===== config.mk =====
export PLATFORM = sky130hd
export DESIGN_NAME = hbdc_device_flat
export DESIGN_NICKNAME = d
export VERILOG_FILES = /design/src/hw/hbdc_pkg.sv /design/src/hw/hbdc_if.sv /design/src/hw/hbdc_device.sv /design/src/flat_wrapper.sv
export SDC_FILE = /design/constraint.sdc
export NUM_CORES = 1
export LEC_CHECK = 0
export BUFFER_PORTS_ARGS = -buffer_cell sky130_fd_sc_hd__buf_2
export CAP_MARGIN = 20
export CORE_AREA = 2 2 94 96
export DETAILED_ROUTE_END_ITERATION = 8
export DIE_AREA = 0 0 96 98
export MAX_ROUTING_LAYER = met4
export PLACE_DENSITY_LB_ADDON = 0.12
export SLEW_MARGIN = 30
export SYNTH_ARGS = -nofsm -noshare
export SYNTH_HDL_FRONTEND = slang
export SYNTH_SLANG_ARGS = --single-unit
export TNS_END_PERCENT = 10

===== constraint.sdc =====
create_clock -name clock -period 2.6 [get_ports clock]
set_clock_uncertainty 0.05 [all_clocks]
set_input_delay 0.26 -clock clock [delete_from_list [all_inputs] [get_ports clock]]
set_output_delay 0.26 -clock clock [all_outputs]
set_load 0.02 [all_outputs]

===== src/hw/hbdc_pkg.sv =====
package hbdc_pkg;

  // Clock and time base
  localparam int CLK_PERIOD_NS = 100;

  // Least time in ns to whole cycles, never below one
  function automatic int hbdc_cyc_ceil(input int ns);
    int c;
    c = (ns + CLK_PERIOD_NS - 1) / CLK_PERIOD_NS;
    return (c < 1) ? 1 : c;
  endfunction

  // Longest time in ns to whole cycles, never below one
  function automatic int hbdc_cyc_floor(input int ns);
    int c;
    c = ns / CLK_PERIOD_NS;
    return (c < 1) ? 1 : c;
  endfunction

  // Device timing
  localparam int DEAD_MIN_NS   = 200;
  localparam int DEAD_MAX_NS   = 300;
  localparam int DEAD_CYC      = hbdc_cyc_ceil(DEAD_MIN_NS);
  localparam int BLANK_NS      = 2000;
  localparam int BLANK_CYC     = hbdc_cyc_ceil(BLANK_NS);
  localparam int SHORT_NS      = 4000;
  localparam int SHORT_CYC     = hbdc_cyc_ceil(SHORT_NS);
  localparam int TSCP_NS       = 20000;
  localparam int TSCP_CYC_DEF  = hbdc_cyc_ceil(TSCP_NS);
  localparam int SENSE_DIV     = 5;

  // Host timing
  localparam int PWM_MAX_HZ    = 200000;
  localparam int PWM_MIN_CYC   = hbdc_cyc_ceil(1000000000 / PWM_MAX_HZ);
  localparam int PUMP_SETTLE_NS = 200000;
  localparam int PUMP_CYC_DEF  = hbdc_cyc_ceil(PUMP_SETTLE_NS);
  localparam int REV_BRAKE_NS  = 100000;
  localparam int REV_BRAKE_DEF = hbdc_cyc_ceil(REV_BRAKE_NS);

  // Host register map
  localparam logic [7:0] REG_CTRL = 8'h00;
  localparam logic [7:0] REG_PWM  = 8'h04;
  localparam logic [7:0] REG_STAT = 8'h08;

  // Control register fields
  localparam int CTRL_EN    = 0;
  localparam int CTRL_RUN   = 1;
  localparam int CTRL_REV   = 2;
  localparam int CTRL_BRAKE = 3;
  localparam int CTRL_AUTO  = 4;
  localparam logic [4:0] CTRL_RST = 5'h00;

  // PWM register fields
  localparam int PWM_PER_LSB  = 0;
  localparam int PWM_DUTY_LSB = 16;
  localparam logic [15:0] PWM_PER_RST  = 16'h0032;
  localparam logic [15:0] PWM_DUTY_RST = 16'h0000;

  // Status register fields
  localparam int STAT_FAULT   = 0;
  localparam int STAT_SETTLED = 1;
  localparam int STAT_SUPPLY  = 2;
  localparam int STAT_REVBRK  = 3;

  // Decoded input command
  typedef enum logic [2:0] {
    CMD_STBY, CMD_OFF, CMD_FWD, CMD_REV, CMD_BRAKE
  } hbdc_cmd_t;

endpackage


===== src/hw/hbdc_if.sv =====
interface hbdc_if;
  logic drive_enable_in;
  logic dir_in_a;
  logic dir_in_b;
  logic protect_mode_sel;
  logic fault_flag_out;
  logic fault_flag_out_oe_n;
  logic fault_flag_line_n;

  // Open-drain fault line with pull-up
  assign fault_flag_line_n = fault_flag_out_oe_n ? 1'b1 : fault_flag_out;

  modport dev (
    input  drive_enable_in, dir_in_a, dir_in_b, protect_mode_sel,
    output fault_flag_out, fault_flag_out_oe_n
  );

  modport host (
    output drive_enable_in, dir_in_a, dir_in_b, protect_mode_sel,
    input  fault_flag_line_n
  );
endinterface


===== src/hw/hbdc_device.sv =====
// Behaviour
// - Enable low forces off; pins decode modes
// - Leaving drive, low sides decay to zero
// - Inputs follow PWM up to 200 kHz
// - Forward charge high A, low B
// - Reverse charge high B, low A
// - Over limit chops charge, off, brake, off
// - Dead interval before brake, 200-300 ns
// - Limit trips at reference over five
// - Timer period sets brake and short off
// - Sense ignored 2 us after charge entry
// - Short detected on either side switch
// - Mode select low latch, high retry
// - Latch-off cleared by enable cycling
// - Host waits pump settle before drive
// - Drive without motor supply trips short protection
// - Host orders supplies, enable, direction
// - Host brakes between direction changes
// - Enable starts gate rail charge pump
// - Short 4 us: off, retry, then latch
// - Retry mode cycles until short clears
// - Fault flag follows active protection
module hbdc_device
  import hbdc_pkg::*;
#(
  parameter int TSCP_CYC     = TSCP_CYC_DEF,
  parameter bit HAS_MODE_SEL = 1'b1
) (
  // Clock and reset
  input  wire logic clock,
  input  wire logic rst,
  // Control link
  hbdc_if.dev       link,
  // Analog comparator results
  input  wire logic sense_over_limit,
  input  wire logic short_high_side,
  input  wire logic short_low_side,
  input  wire logic zero_current,
  input  wire logic motor_supply_ok,
  input  wire logic thermal_trip,
  // Bridge gate commands
  output logic      high_side_a,
  output logic      high_side_b,
  output logic      low_side_a,
  output logic      low_side_b,
  // Status
  output logic      pump_run,
  output logic      latched_off
);

  typedef enum logic [2:0] {
    DS_IDLE, DS_CHARGE, DS_DEAD, DS_CHOP, DS_SYNC, DS_BRAKE
  } hbdc_drv_t;

  typedef enum logic [1:0] { PR_RUN, PR_OFF, PR_RETRY, PR_LATCH } hbdc_prot_t;

  localparam int NSYNC = 9;
  localparam int CW    = $clog2(TSCP_CYC + BLANK_CYC + SHORT_CYC + 2);

  logic [NSYNC-1:0] s1_r;
  logic [NSYNC-1:0] s2_r;
  logic             en;
  logic             in_a;
  logic             in_b;
  logic             auto_mode;
  logic             over;
  logic             short_in;
  logic             zc;
  logic             vm_ok;
  logic             therm;
  hbdc_cmd_t        cmd;
  hbdc_drv_t        drv_r;
  hbdc_drv_t        dead_to_r;
  logic             rev_r;
  logic [CW-1:0]    dcnt_r;
  logic [CW-1:0]    blank_r;
  hbdc_prot_t       prot_r;
  logic [CW-1:0]    sc_cnt_r;
  logic [CW-1:0]    tm_r;
  logic             short_now;
  logic             prot_off;
  logic             hs_a_nxt;
  logic             hs_b_nxt;
  logic             ls_a_nxt;
  logic             ls_b_nxt;
  logic             wanted;

  // Two-stage synchroniser on all pins and comparators
  always_ff @(posedge clock or posedge rst) begin
    if (rst) begin
      s1_r <= '0;
      s2_r <= '0;
    end else begin
      s1_r <= {thermal_trip, motor_supply_ok, zero_current,
               short_high_side | short_low_side, sense_over_limit,
               link.protect_mode_sel, link.dir_in_b, link.dir_in_a,
               link.drive_enable_in};
      s2_r <= s1_r;
    end
  end

  // Synchronised views
  assign en        = s2_r[0];
  assign in_a      = s2_r[1];
  assign in_b      = s2_r[2];
  assign auto_mode = HAS_MODE_SEL & s2_r[3];
  assign over      = s2_r[4];
  assign short_in  = s2_r[5];
  assign zc        = s2_r[6];
  assign vm_ok     = s2_r[7];
  assign therm     = s2_r[8];

  // Pin decode
  always_comb begin
    if (!en) begin
      cmd = CMD_STBY;
    end else begin
      case ({in_a, in_b})
        2'b10:   cmd = CMD_FWD;
        2'b01:   cmd = CMD_REV;
        2'b11:   cmd = CMD_BRAKE;
        default: cmd = CMD_OFF;
      endcase
    end
  end

  // Command still asks for the present direction
  assign wanted   = (cmd == CMD_FWD && !rev_r) || (cmd == CMD_REV && rev_r);
  assign prot_off = (prot_r == PR_OFF) || (prot_r == PR_LATCH) || therm;

  // Bridge sequencer
  always_ff @(posedge clock or posedge rst) begin
    if (rst) begin
      drv_r     <= DS_IDLE;
      dead_to_r <= DS_IDLE;
      rev_r     <= 1'b0;
      dcnt_r    <= '0;
      blank_r   <= '0;
    end else if (!en || prot_off) begin
      drv_r   <= DS_IDLE;
      dcnt_r  <= '0;
      blank_r <= '0;
    end else begin
      if (blank_r != '0) begin
        blank_r <= blank_r - 1'b1;
      end
      case (drv_r)
        DS_IDLE: begin
          if (cmd == CMD_FWD || cmd == CMD_REV) begin
            rev_r   <= (cmd == CMD_REV);
            drv_r   <= DS_CHARGE;
            blank_r <= CW'(BLANK_CYC);
          end else if (cmd == CMD_BRAKE) begin
            drv_r <= DS_BRAKE;
          end
        end
        DS_CHARGE: begin
          if (!wanted) begin
            drv_r     <= DS_DEAD;
            dcnt_r    <= CW'(DEAD_CYC);
            dead_to_r <= (cmd == CMD_BRAKE) ? DS_BRAKE : DS_SYNC;
          end else if (over && blank_r == '0) begin
            drv_r     <= DS_DEAD;
            dcnt_r    <= CW'(DEAD_CYC);
            dead_to_r <= DS_CHOP;
          end
        end
        DS_DEAD: begin
          if (dcnt_r <= CW'(1)) begin
            drv_r <= dead_to_r;
            if (dead_to_r == DS_CHOP) begin
              dcnt_r <= CW'(TSCP_CYC);
            end else if (dead_to_r == DS_CHARGE) begin
              blank_r <= CW'(BLANK_CYC);
            end
          end else begin
            dcnt_r <= dcnt_r - 1'b1;
          end
        end
        DS_CHOP: begin
          if (!wanted) begin
            drv_r <= (cmd == CMD_BRAKE) ? DS_BRAKE : DS_SYNC;
          end else if (dcnt_r <= CW'(1)) begin
            drv_r     <= DS_DEAD;
            dcnt_r    <= CW'(DEAD_CYC);
            dead_to_r <= DS_CHARGE;
          end else begin
            dcnt_r <= dcnt_r - 1'b1;
          end
        end
        // Low sides were on: dead gap before idle, so no shoot-through on recharge
        DS_SYNC: begin
          if (cmd == CMD_BRAKE) begin
            drv_r <= DS_BRAKE;
          end else if (zc) begin
            drv_r     <= DS_DEAD;
            dcnt_r    <= CW'(DEAD_CYC);
            dead_to_r <= DS_IDLE;
          end
        end
        DS_BRAKE: begin
          if (cmd != CMD_BRAKE) begin
            drv_r     <= DS_DEAD;
            dcnt_r    <= CW'(DEAD_CYC);
            dead_to_r <= DS_IDLE;
          end
        end
        default: drv_r <= DS_IDLE;
      endcase
    end
  end

  // Gate pattern per phase
  always_comb begin
    hs_a_nxt = 1'b0;
    hs_b_nxt = 1'b0;
    ls_a_nxt = 1'b0;
    ls_b_nxt = 1'b0;
    case (drv_r)
      DS_CHARGE: begin
        hs_a_nxt = !rev_r;
        ls_b_nxt = !rev_r;
        hs_b_nxt = rev_r;
        ls_a_nxt = rev_r;
      end
      DS_CHOP, DS_SYNC, DS_BRAKE: begin
        ls_a_nxt = 1'b1;
        ls_b_nxt = 1'b1;
      end
      default: ;
    endcase
  end

  // Registered gate outputs
  always_ff @(posedge clock or posedge rst) begin
    if (rst) begin
      high_side_a <= 1'b0;
      high_side_b <= 1'b0;
      low_side_a  <= 1'b0;
      low_side_b  <= 1'b0;
    end else begin
      high_side_a <= hs_a_nxt;
      high_side_b <= hs_b_nxt;
      low_side_a  <= ls_a_nxt;
      low_side_b  <= ls_b_nxt;
    end
  end

  // Short seen, or drive into a dead motor supply
  assign short_now = short_in || (drv_r == DS_CHARGE && !vm_ok);

  // Short-circuit protection
  always_ff @(posedge clock or posedge rst) begin
    if (rst) begin
      prot_r   <= PR_RUN;
      sc_cnt_r <= '0;
      tm_r     <= '0;
    end else if (!en) begin
      prot_r   <= PR_RUN;
      sc_cnt_r <= '0;
      tm_r     <= '0;
    end else begin
      if (short_now && (prot_r == PR_RUN || prot_r == PR_RETRY)) begin
        sc_cnt_r <= sc_cnt_r + 1'b1;
      end else begin
        sc_cnt_r <= '0;
      end
      case (prot_r)
        PR_RUN: begin
          if (short_now && sc_cnt_r >= CW'(SHORT_CYC - 1)) begin
            prot_r   <= PR_OFF;
            tm_r     <= CW'(TSCP_CYC);
            sc_cnt_r <= '0;
          end
        end
        PR_OFF: begin
          if (tm_r <= CW'(1)) begin
            prot_r <= auto_mode ? PR_RUN : PR_RETRY;
            tm_r   <= CW'(TSCP_CYC);
          end else begin
            tm_r <= tm_r - 1'b1;
          end
        end
        // Window stays open while the short lasts, so a second detection latches
        PR_RETRY: begin
          if (short_now && sc_cnt_r >= CW'(SHORT_CYC - 1)) begin
            prot_r <= PR_LATCH;
          end else if (tm_r > CW'(1)) begin
            tm_r <= tm_r - 1'b1;
          end else if (!short_now) begin
            prot_r <= PR_RUN;
          end
        end
        PR_LATCH: prot_r <= PR_LATCH;
        default:  prot_r <= PR_RUN;
      endcase
    end
  end

  // Pump, latch status and open-drain fault flag
  always_ff @(posedge clock or posedge rst) begin
    if (rst) begin
      pump_run                 <= 1'b0;
      latched_off              <= 1'b0;
      link.fault_flag_out      <= 1'b0;
      link.fault_flag_out_oe_n <= 1'b1;
    end else begin
      pump_run                 <= en;
      latched_off              <= (prot_r == PR_LATCH);
      link.fault_flag_out      <= 1'b0;
      link.fault_flag_out_oe_n <= !prot_off;
    end
  end

endmodule


===== src/flat_wrapper.sv =====
// flat-port wrapper written by rule: the top's interface ports become plain ports
module hbdc_device_flat import hbdc_pkg::*;
#(
  parameter int TSCP_CYC     = TSCP_CYC_DEF,
  parameter bit HAS_MODE_SEL = 1'b1
)
  (clock, rst, sense_over_limit, short_high_side, short_low_side, zero_current, motor_supply_ok, thermal_trip, high_side_a, high_side_b, low_side_a, low_side_b, pump_run, latched_off, link_drive_enable_in, link_dir_in_a, link_dir_in_b, link_protect_mode_sel, link_fault_flag_out, link_fault_flag_out_oe_n);
  hbdc_if link_i ();
  input  wire logic clock;
  input  wire logic rst;
  input  wire logic sense_over_limit;
  input  wire logic short_high_side;
  input  wire logic short_low_side;
  input  wire logic zero_current;
  input  wire logic motor_supply_ok;
  input  wire logic thermal_trip;
  output logic high_side_a;
  output logic high_side_b;
  output logic low_side_a;
  output logic low_side_b;
  output logic pump_run;
  output logic latched_off;
  input wire logic [$bits(link_i.drive_enable_in)-1:0] link_drive_enable_in;
  input wire logic [$bits(link_i.dir_in_a)-1:0] link_dir_in_a;
  input wire logic [$bits(link_i.dir_in_b)-1:0] link_dir_in_b;
  input wire logic [$bits(link_i.protect_mode_sel)-1:0] link_protect_mode_sel;
  output wire logic [$bits(link_i.fault_flag_out)-1:0] link_fault_flag_out;
  output wire logic [$bits(link_i.fault_flag_out_oe_n)-1:0] link_fault_flag_out_oe_n;
  assign link_i.drive_enable_in = link_drive_enable_in;
  assign link_i.dir_in_a = link_dir_in_a;
  assign link_i.dir_in_b = link_dir_in_b;
  assign link_i.protect_mode_sel = link_protect_mode_sel;
  assign link_fault_flag_out = link_i.fault_flag_out;
  assign link_fault_flag_out_oe_n = link_i.fault_flag_out_oe_n;
  hbdc_device #(.TSCP_CYC(TSCP_CYC), .HAS_MODE_SEL(HAS_MODE_SEL)) u_core (.clock(clock), .rst(rst), .link(link_i), .sense_over_limit(sense_over_limit), .short_high_side(short_high_side), .short_low_side(short_low_side), .zero_current(zero_current), .motor_supply_ok(motor_supply_ok), .thermal_trip(thermal_trip), .high_side_a(high_side_a), .high_side_b(high_side_b), .low_side_a(low_side_a), .low_side_b(low_side_b), .pump_run(pump_run), .latched_off(latched_off));
endmodule

* After elaboration in Yosys (flattened, before gate mapping)
Cells that the tools add are included.
Operators by class: add/sub/neg operators 4, order comparisons 4, equal/unequal tests 40, muxes and demuxes 63, bitwise operators 2, reductions and logical operators 30
Operators with widths (number):
- 9-bit two-way mux | 25
- 3-bit two-way mux | 19
- 9-bit case mux with 5 select lines | 1
- 9-bit case mux with 3 select lines | 1
- 9-bit by 1-bit subtractor with 9-bit output, second input constant | 3
- 4-bit != test, second input constant | 5
- 9-bit by 1-bit less-or-equal comparator with 1-bit output, second input constant | 2
- 3-bit != test, second input constant | 6
- 3-bit case mux with 6 select lines | 1
- 9-bit case mux with 2 select lines | 1
- 3-bit by 2-bit equality test with 1-bit output, second input constant | 5
- 2-bit two-way mux | 7
- 3-bit by 1-bit != test with 1-bit output, second input constant | 4
- 3-bit case mux with 4 select lines | 1
- 9-bit by 1-bit adder with 9-bit output, second input constant | 1
- 3-bit equality test, second input constant | 3
- 9-bit by 6-bit greater-or-equal comparator with 1-bit output, second input constant | 1
- 9-bit by 1-bit > comparator with 1-bit output, second input constant | 1
- 9-bit logical NOT | 1
- 3-bit case mux with 3 select lines | 1
- 9-bit nonzero test | 1
- 2-bit equality test, second input constant | 4
- 2-bit by 1-bit != test with 1-bit output, second input constant | 4
- 4-bit by 1-bit != test with 1-bit output, second input constant | 2
- other kinds (23) | 43
Word-level totals: bits in registers 70

* Logic depth before layout (Yosys ltp)
word-level depth 9, depth in mapped cells 10, mapped depth without buffers 8

* Worst setup path after synthesis
OpenSTA, ideal clock, no wires.
path type register to register, start point register u_core.s2_r[1], end point register u_core.dcnt_r[4], arrival 1.995 ns, data required time 2.447 ns, path slack 0.451 ns, stages on the path, launching flop included 9, path buffers 0, clock period less this slack 2.149 ns, cell sequence dfrtp_1 -> inv_1 -> ha_1 -> or3_1 -> a21oi_2 -> nand2b_1 -> and4_1 -> nand2_2 -> o41ai_2
On the way: longest elaborated chain between the ends 9, elaborated cells on any way between the ends 20, classes of those cells 11 x eq/ne; 5 x mux; 4 x reduce/logical
RTL lines:
- start, declared | RTL line hbdc_device.sv:61 | logic [NSYNC-1:0] s2_r;
- start signal, assigned | RTL line hbdc_device.sv:98 | s2_r <= s1_r;
- 2-bit equality test / 2-bit by 1-bit equality test with 1-bit output (equally long branches) | RTL line hbdc_device.sv:118 | case ({in_a, in_b})
- 3-bit case mux with 3 select lines (*) | RTL line hbdc_device.sv:118
- 3-bit two-way mux (*) | RTL line hbdc_device.sv:115 | if (!en) begin
- 3-bit by 2-bit equality test with 1-bit output | RTL line hbdc_device.sv:128 | assign wanted = (cmd == CMD_FWD && !rev_r) || (cmd == CMD_REV && rev_r);
- 1-bit logical AND | RTL line hbdc_device.sv:128
- 1-bit logical OR | RTL line hbdc_device.sv:128
- 9-bit two-way mux | RTL line hbdc_device.sv:158 | if (!wanted) begin
- 9-bit case mux with 5 select lines | RTL line hbdc_device.sv:147 | case (drv_r)
- 9-bit two-way mux | RTL line hbdc_device.sv:139 | end else if (!en || prot_off) begin
- end signal, assigned | RTL line hbdc_device.sv:160 | dcnt_r <= CW'(DEAD_CYC);
- end signal, assigned | RTL line hbdc_device.sv:164 | dcnt_r <= CW'(DEAD_CYC);
- end signal, assigned | RTL line hbdc_device.sv:172 | dcnt_r <= CW'(TSCP_CYC);
- end, declared | RTL line hbdc_device.sv:75 | logic [CW-1:0] dcnt_r;
Mark *: on every way between the ends. The rest lies on a longest branch, timed or not. A chain may end at the register's enable or synchronous reset.

* Final worst setup path
start point register u_core.tm_r[6], end point register u_core.tm_r[3]
On the way: longest elaborated chain between the ends 4, elaborated cells on any way between the ends 7, classes of those cells 2 x order compare; 1 x eq/ne; 3 x mux; 1 x reduce/logical
RTL lines:
- start, declared | RTL line hbdc_device.sv:79 | logic [CW-1:0] tm_r;
- start signal, assigned | RTL line hbdc_device.sv:272 | tm_r <= CW'(TSCP_CYC);
- start signal, assigned | RTL line hbdc_device.sv:279 | tm_r <= CW'(TSCP_CYC);
- start signal, assigned | RTL line hbdc_device.sv:281 | tm_r <= tm_r - 1'b1;
- 9-bit by 1-bit less-or-equal comparator with 1-bit output | RTL line hbdc_device.sv:277 | if (tm_r <= CW'(1)) begin
- 9-bit two-way mux | RTL line hbdc_device.sv:277
- 9-bit case mux with 3 select lines | RTL line hbdc_device.sv:268 | case (prot_r)
- 9-bit two-way mux | RTL line hbdc_device.sv:258 | end else if (!en) begin
Parallel ways exist; a longest one is shown, timed or not.

==> flow_summary_export.csv <==
group,metric,value,unit
yosys,ys_top_cells_by_area,"sky130_fd_sc_hd__dfrtp_1, sky130_fd_sc_hd__ha_1, sky130_fd_sc_hd__nor2_1",
global_routing,number_of_antenna_violations_at_the_first_check_in_global_routing,0,
sta,finalWorstPathRequiredPeriod,2.39,ns
yosys,yosysWarnings,0,
power,power_density,712,nW/um^2
global_routing,aggregate_global_route_resource_usage,0.188,
drt,detailroute.wirelength.met2,3560,um
floorplan,core_area,8470,um^2
yosys,net_count_after_synthesis,411,
global_routing,grt_pass1_vias,2901,
flow_run,maxCapViolCount,0,
floorplan,start_util,0.435,
clock_network,cts-root-buf,"sky130_fd_sc_hd__clkbuf_8",
drt,routed-wl-met3,283,um
power,total_power,3.04,mW
place,numPortBuffers,18,
floorplan,fp.dieArea,9410,um^2
yosys,ys_types,63,
drt,drt_iter0_markers,81,
drt,drt-vias-per-instance,5.44,
sta,worst_margin_slew,0.609,ns
min_path,hold_class,"in -> reg",
clock_network,cts_tree,"done",
setup_path,critPathArrivalTime,2.59,ns
setup_path,cp_data_required_time,2.79,ns
yosys,synth-seq-area-share,0.476,
sta,finalSetupViolCount,0,
clock_network,inserted_clock_buffers,9,
sta,drv_slew,0,
drt,drt.antenna.violating_nets,0,
sta,min_period_over_period,0.921,
clock_network,clock_slew_seen_by_the_registers_of_the_worst_setup_and_hold_paths,0.08,ns
clock_network,numClockSinks,70,
drt,drt-met1-wl,3880,um
yosys,synth_cells,383,
setup_path,ff2ff_setup_slack,0.21,ns
finish,antenna_cells,0,
floorplan,vertical_die_dimension,98,um
drt,firstDrtPassIters,4,
finish,nNetsFinal,454,
finish,fraction_of_final_layout_cells_sized_beyond_drive_strength_1,0.158,
yosys,synth_common_cells,"sky130_fd_sc_hd__dfrtp_1, sky130_fd_sc_hd__nor2_1, sky130_fd_sc_hd__nand2_1",
global_routing,overflow,0,
clock_network,clock_insertion_delay_worst_skew,0.35,ns
clock_network,cts-htree-levels,3,
global_routing,grt_max_degree,29,
yosys,synth_async_sr_flop_share,1.00,
setup_path,worstSetupPathType,"reg -> reg",
yosys,dominantRegCellSynth,"sky130_fd_sc_hd__dfrtp_1",
yosys,synth_top_area_share,0.469,
yosys,most_frequently_used_cell_type_in_the_post_synthesis_netlist,"sky130_fd_sc_hd__dfrtp_1",
setup_path,worstPathMaxFanout,8,
yosys,synth_area_per_cell,9.61,um^2
yosys,synth-edff-count,0,
sta,rsz_0062_raised_after_global_routing,"no",
finish,synthToLayoutAreaGrowth,15.8,%
floorplan,site_row_count,34,
clock_network,cts_buffer_depth,2,
place,hpwl,5570,um
power,cellLeakagePower,1.87,nW
sta,final_layout_setup_total_negative_slack,0,ns
setup_path,critical-path-top-delay-family,"compound AO/OA/AOI/OAI gates",
setup_path,worstPathCellList,"nor4_1 -> and3_1 -> a2111oi_2 -> a2111oi_4 -> nor2_1 -> a32o_1",
drt,drc,0,
yosys,synth_top_cell_by_area,"sky130_fd_sc_hd__dfrtp_1",
global_routing,first_pass_grt_wire_length,13600,um
sta,maxClockFrequency,0.418,GHz
yosys,syn-cell-area,3680,um^2
floorplan,ios,20,
clock_network,post-cts-setup-buffer-count,0,
setup_path,worst_setup_path_end_kind,"flip-flop",
yosys,synth-seq-cells,70,
drt,routedWlPerCell,14.5,um
power,max-vdd-ir-drop,294,uV
setup_path,setup.worst_path.start_class,"flip-flop",
drt,detailroute.via_count,2934,
place,gp_weighted_congestion,0.847,
setup_path,critPathMaxStageDelay,0.60,ns
sta,slew_headroom,0.594,
drt,wl,7810,um
setup_path,crit_path_top_delay_cell,"sky130_fd_sc_hd__a2111oi_4",
run_status,run_status,"completed",
setup_path,path_buf_inv,0,
sta,timing.final.hold_violations,0,
drt,route.top_layer_used,"met4",
floorplan,die_width,96,um
-- stage by stage --
step | setup WS (ns) | hold slack, ns | util | std cells | cell area, um^2
after detailed placement | 0.225 | 0.285 | 0.469 | 514 | 3970
after global routing | 0.0197 | 0.0251 | 0.504 | 539 | 4260
after floorplan | 0.451 | 0.241 | - | 383 | 3680
final | 0.207 | 0.0428 | 0.504 | 539 | 4260
after global placement | 0.248 | 0.282 | 0.469 | 514 | 3970
after CTS | 0.206 | 0.0277 | 0.503 | 539 | 4260
-- area by class of cell --
cell class / count / area [um^2]
Inverter: 21 / 78.8
Fill cell: 801 / 4200
Clock inverter: 6 / 68.8
Multi-Input combinational cell: 283 / 1820
Clock buffer: 10 / 128
Tap cell: 108 / 135
Sequential cell: 70 / 1750
Timing Repair Buffer: 41 / 285
-- layout by cell type (no fill, tap or decap), types with 12 or more instances in the layout --
| master | n |
|---|---|
| sky130_fd_sc_hd__dfrtp_1 | 69 |
| sky130_fd_sc_hd__nor2_1 | 46 |
| sky130_fd_sc_hd__nand2_1 | 30 |
| sky130_fd_sc_hd__a21oi_1 | 26 |
| sky130_fd_sc_hd__o21ai_0 | 25 |
| sky130_fd_sc_hd__nor3_1 | 22 |
| sky130_fd_sc_hd__inv_1 | 20 |
| sky130_fd_sc_hd__buf_2 | 18 |
| sky130_fd_sc_hd__ha_1 | 16 |
| sky130_fd_sc_hd__buf_4 | 14 |
| sky130_fd_sc_hd__nand3_1 | 12 |
-- logic make-up after synthesis --
kind of cell               Yosys count  synth area share
and+or+nand+nor                    155             0.215
adders and majority gates           16            0.0544
DFF                                 70             0.476
AOI/OAI and AO/OA                   93             0.174
other                                1           0.00102
xor gates and xnor gates            12            0.0286
muxes                                6            0.0177
buffers and inverters               30            0.0330
-- state kept, by name, summed over array words and instances (netlist names), 2 cells and up --
name	flops
u_core.prot_r	2
u_core.blank_r	9
u_core.drv_r	3
u_core.tm_r	9
u_core.sc_cnt_r	9
u_core.dead_to_r	3
u_core.dcnt_r	9
u_core.s2_r	9
u_core.s1_r	9
-- path summary, 6_finish.rpt --
path | endpoint | from | cells after the start
max reg2reg | u_core.tm_r[3] | u_core.tm_r[6] | 6
max | u_core.tm_r[3] | u_core.tm_r[6] | 6
min in group asynchronous | u_core.sc_cnt_r[8] | rst | 3
max in group asynchronous | u_core.link.fault_flag_out_oe_n | rst | 4
min | u_core.s1_r[5] | short_high_side | 2
min reg2reg | u_core.s2_r[3] | u_core.s1_r[3] | 0
-- timing repair --
| item | 4_1_cts | 5_1_grt |
|---|---|---|
| hold buffers | 9 | 0 |
| endpoints found under the setup margin | 0 | 4 |
| hold endpoints to repair | 34 | 0 |
| resized for setup | 0 | 1 |
-- power by group --
group	internal, mW	leakage, nW	total (mW)	switching [mW]
combinational	0.387	0.864	0.838	0.451
sequential	1.19	0.909	1.31	0.114
clock	0.450	0.0973	0.895	0.445
total	2.03	1.87	3.04	1.01
-- metal layers --
metal,vias up,GRT usage
met5,-,-
met4,0,0.0703
met3,8,0.0440
met2,52,0.271
met1,1412,0.258
li1,1462,-
No activity file was read; power rests on OpenSTA's default activity.
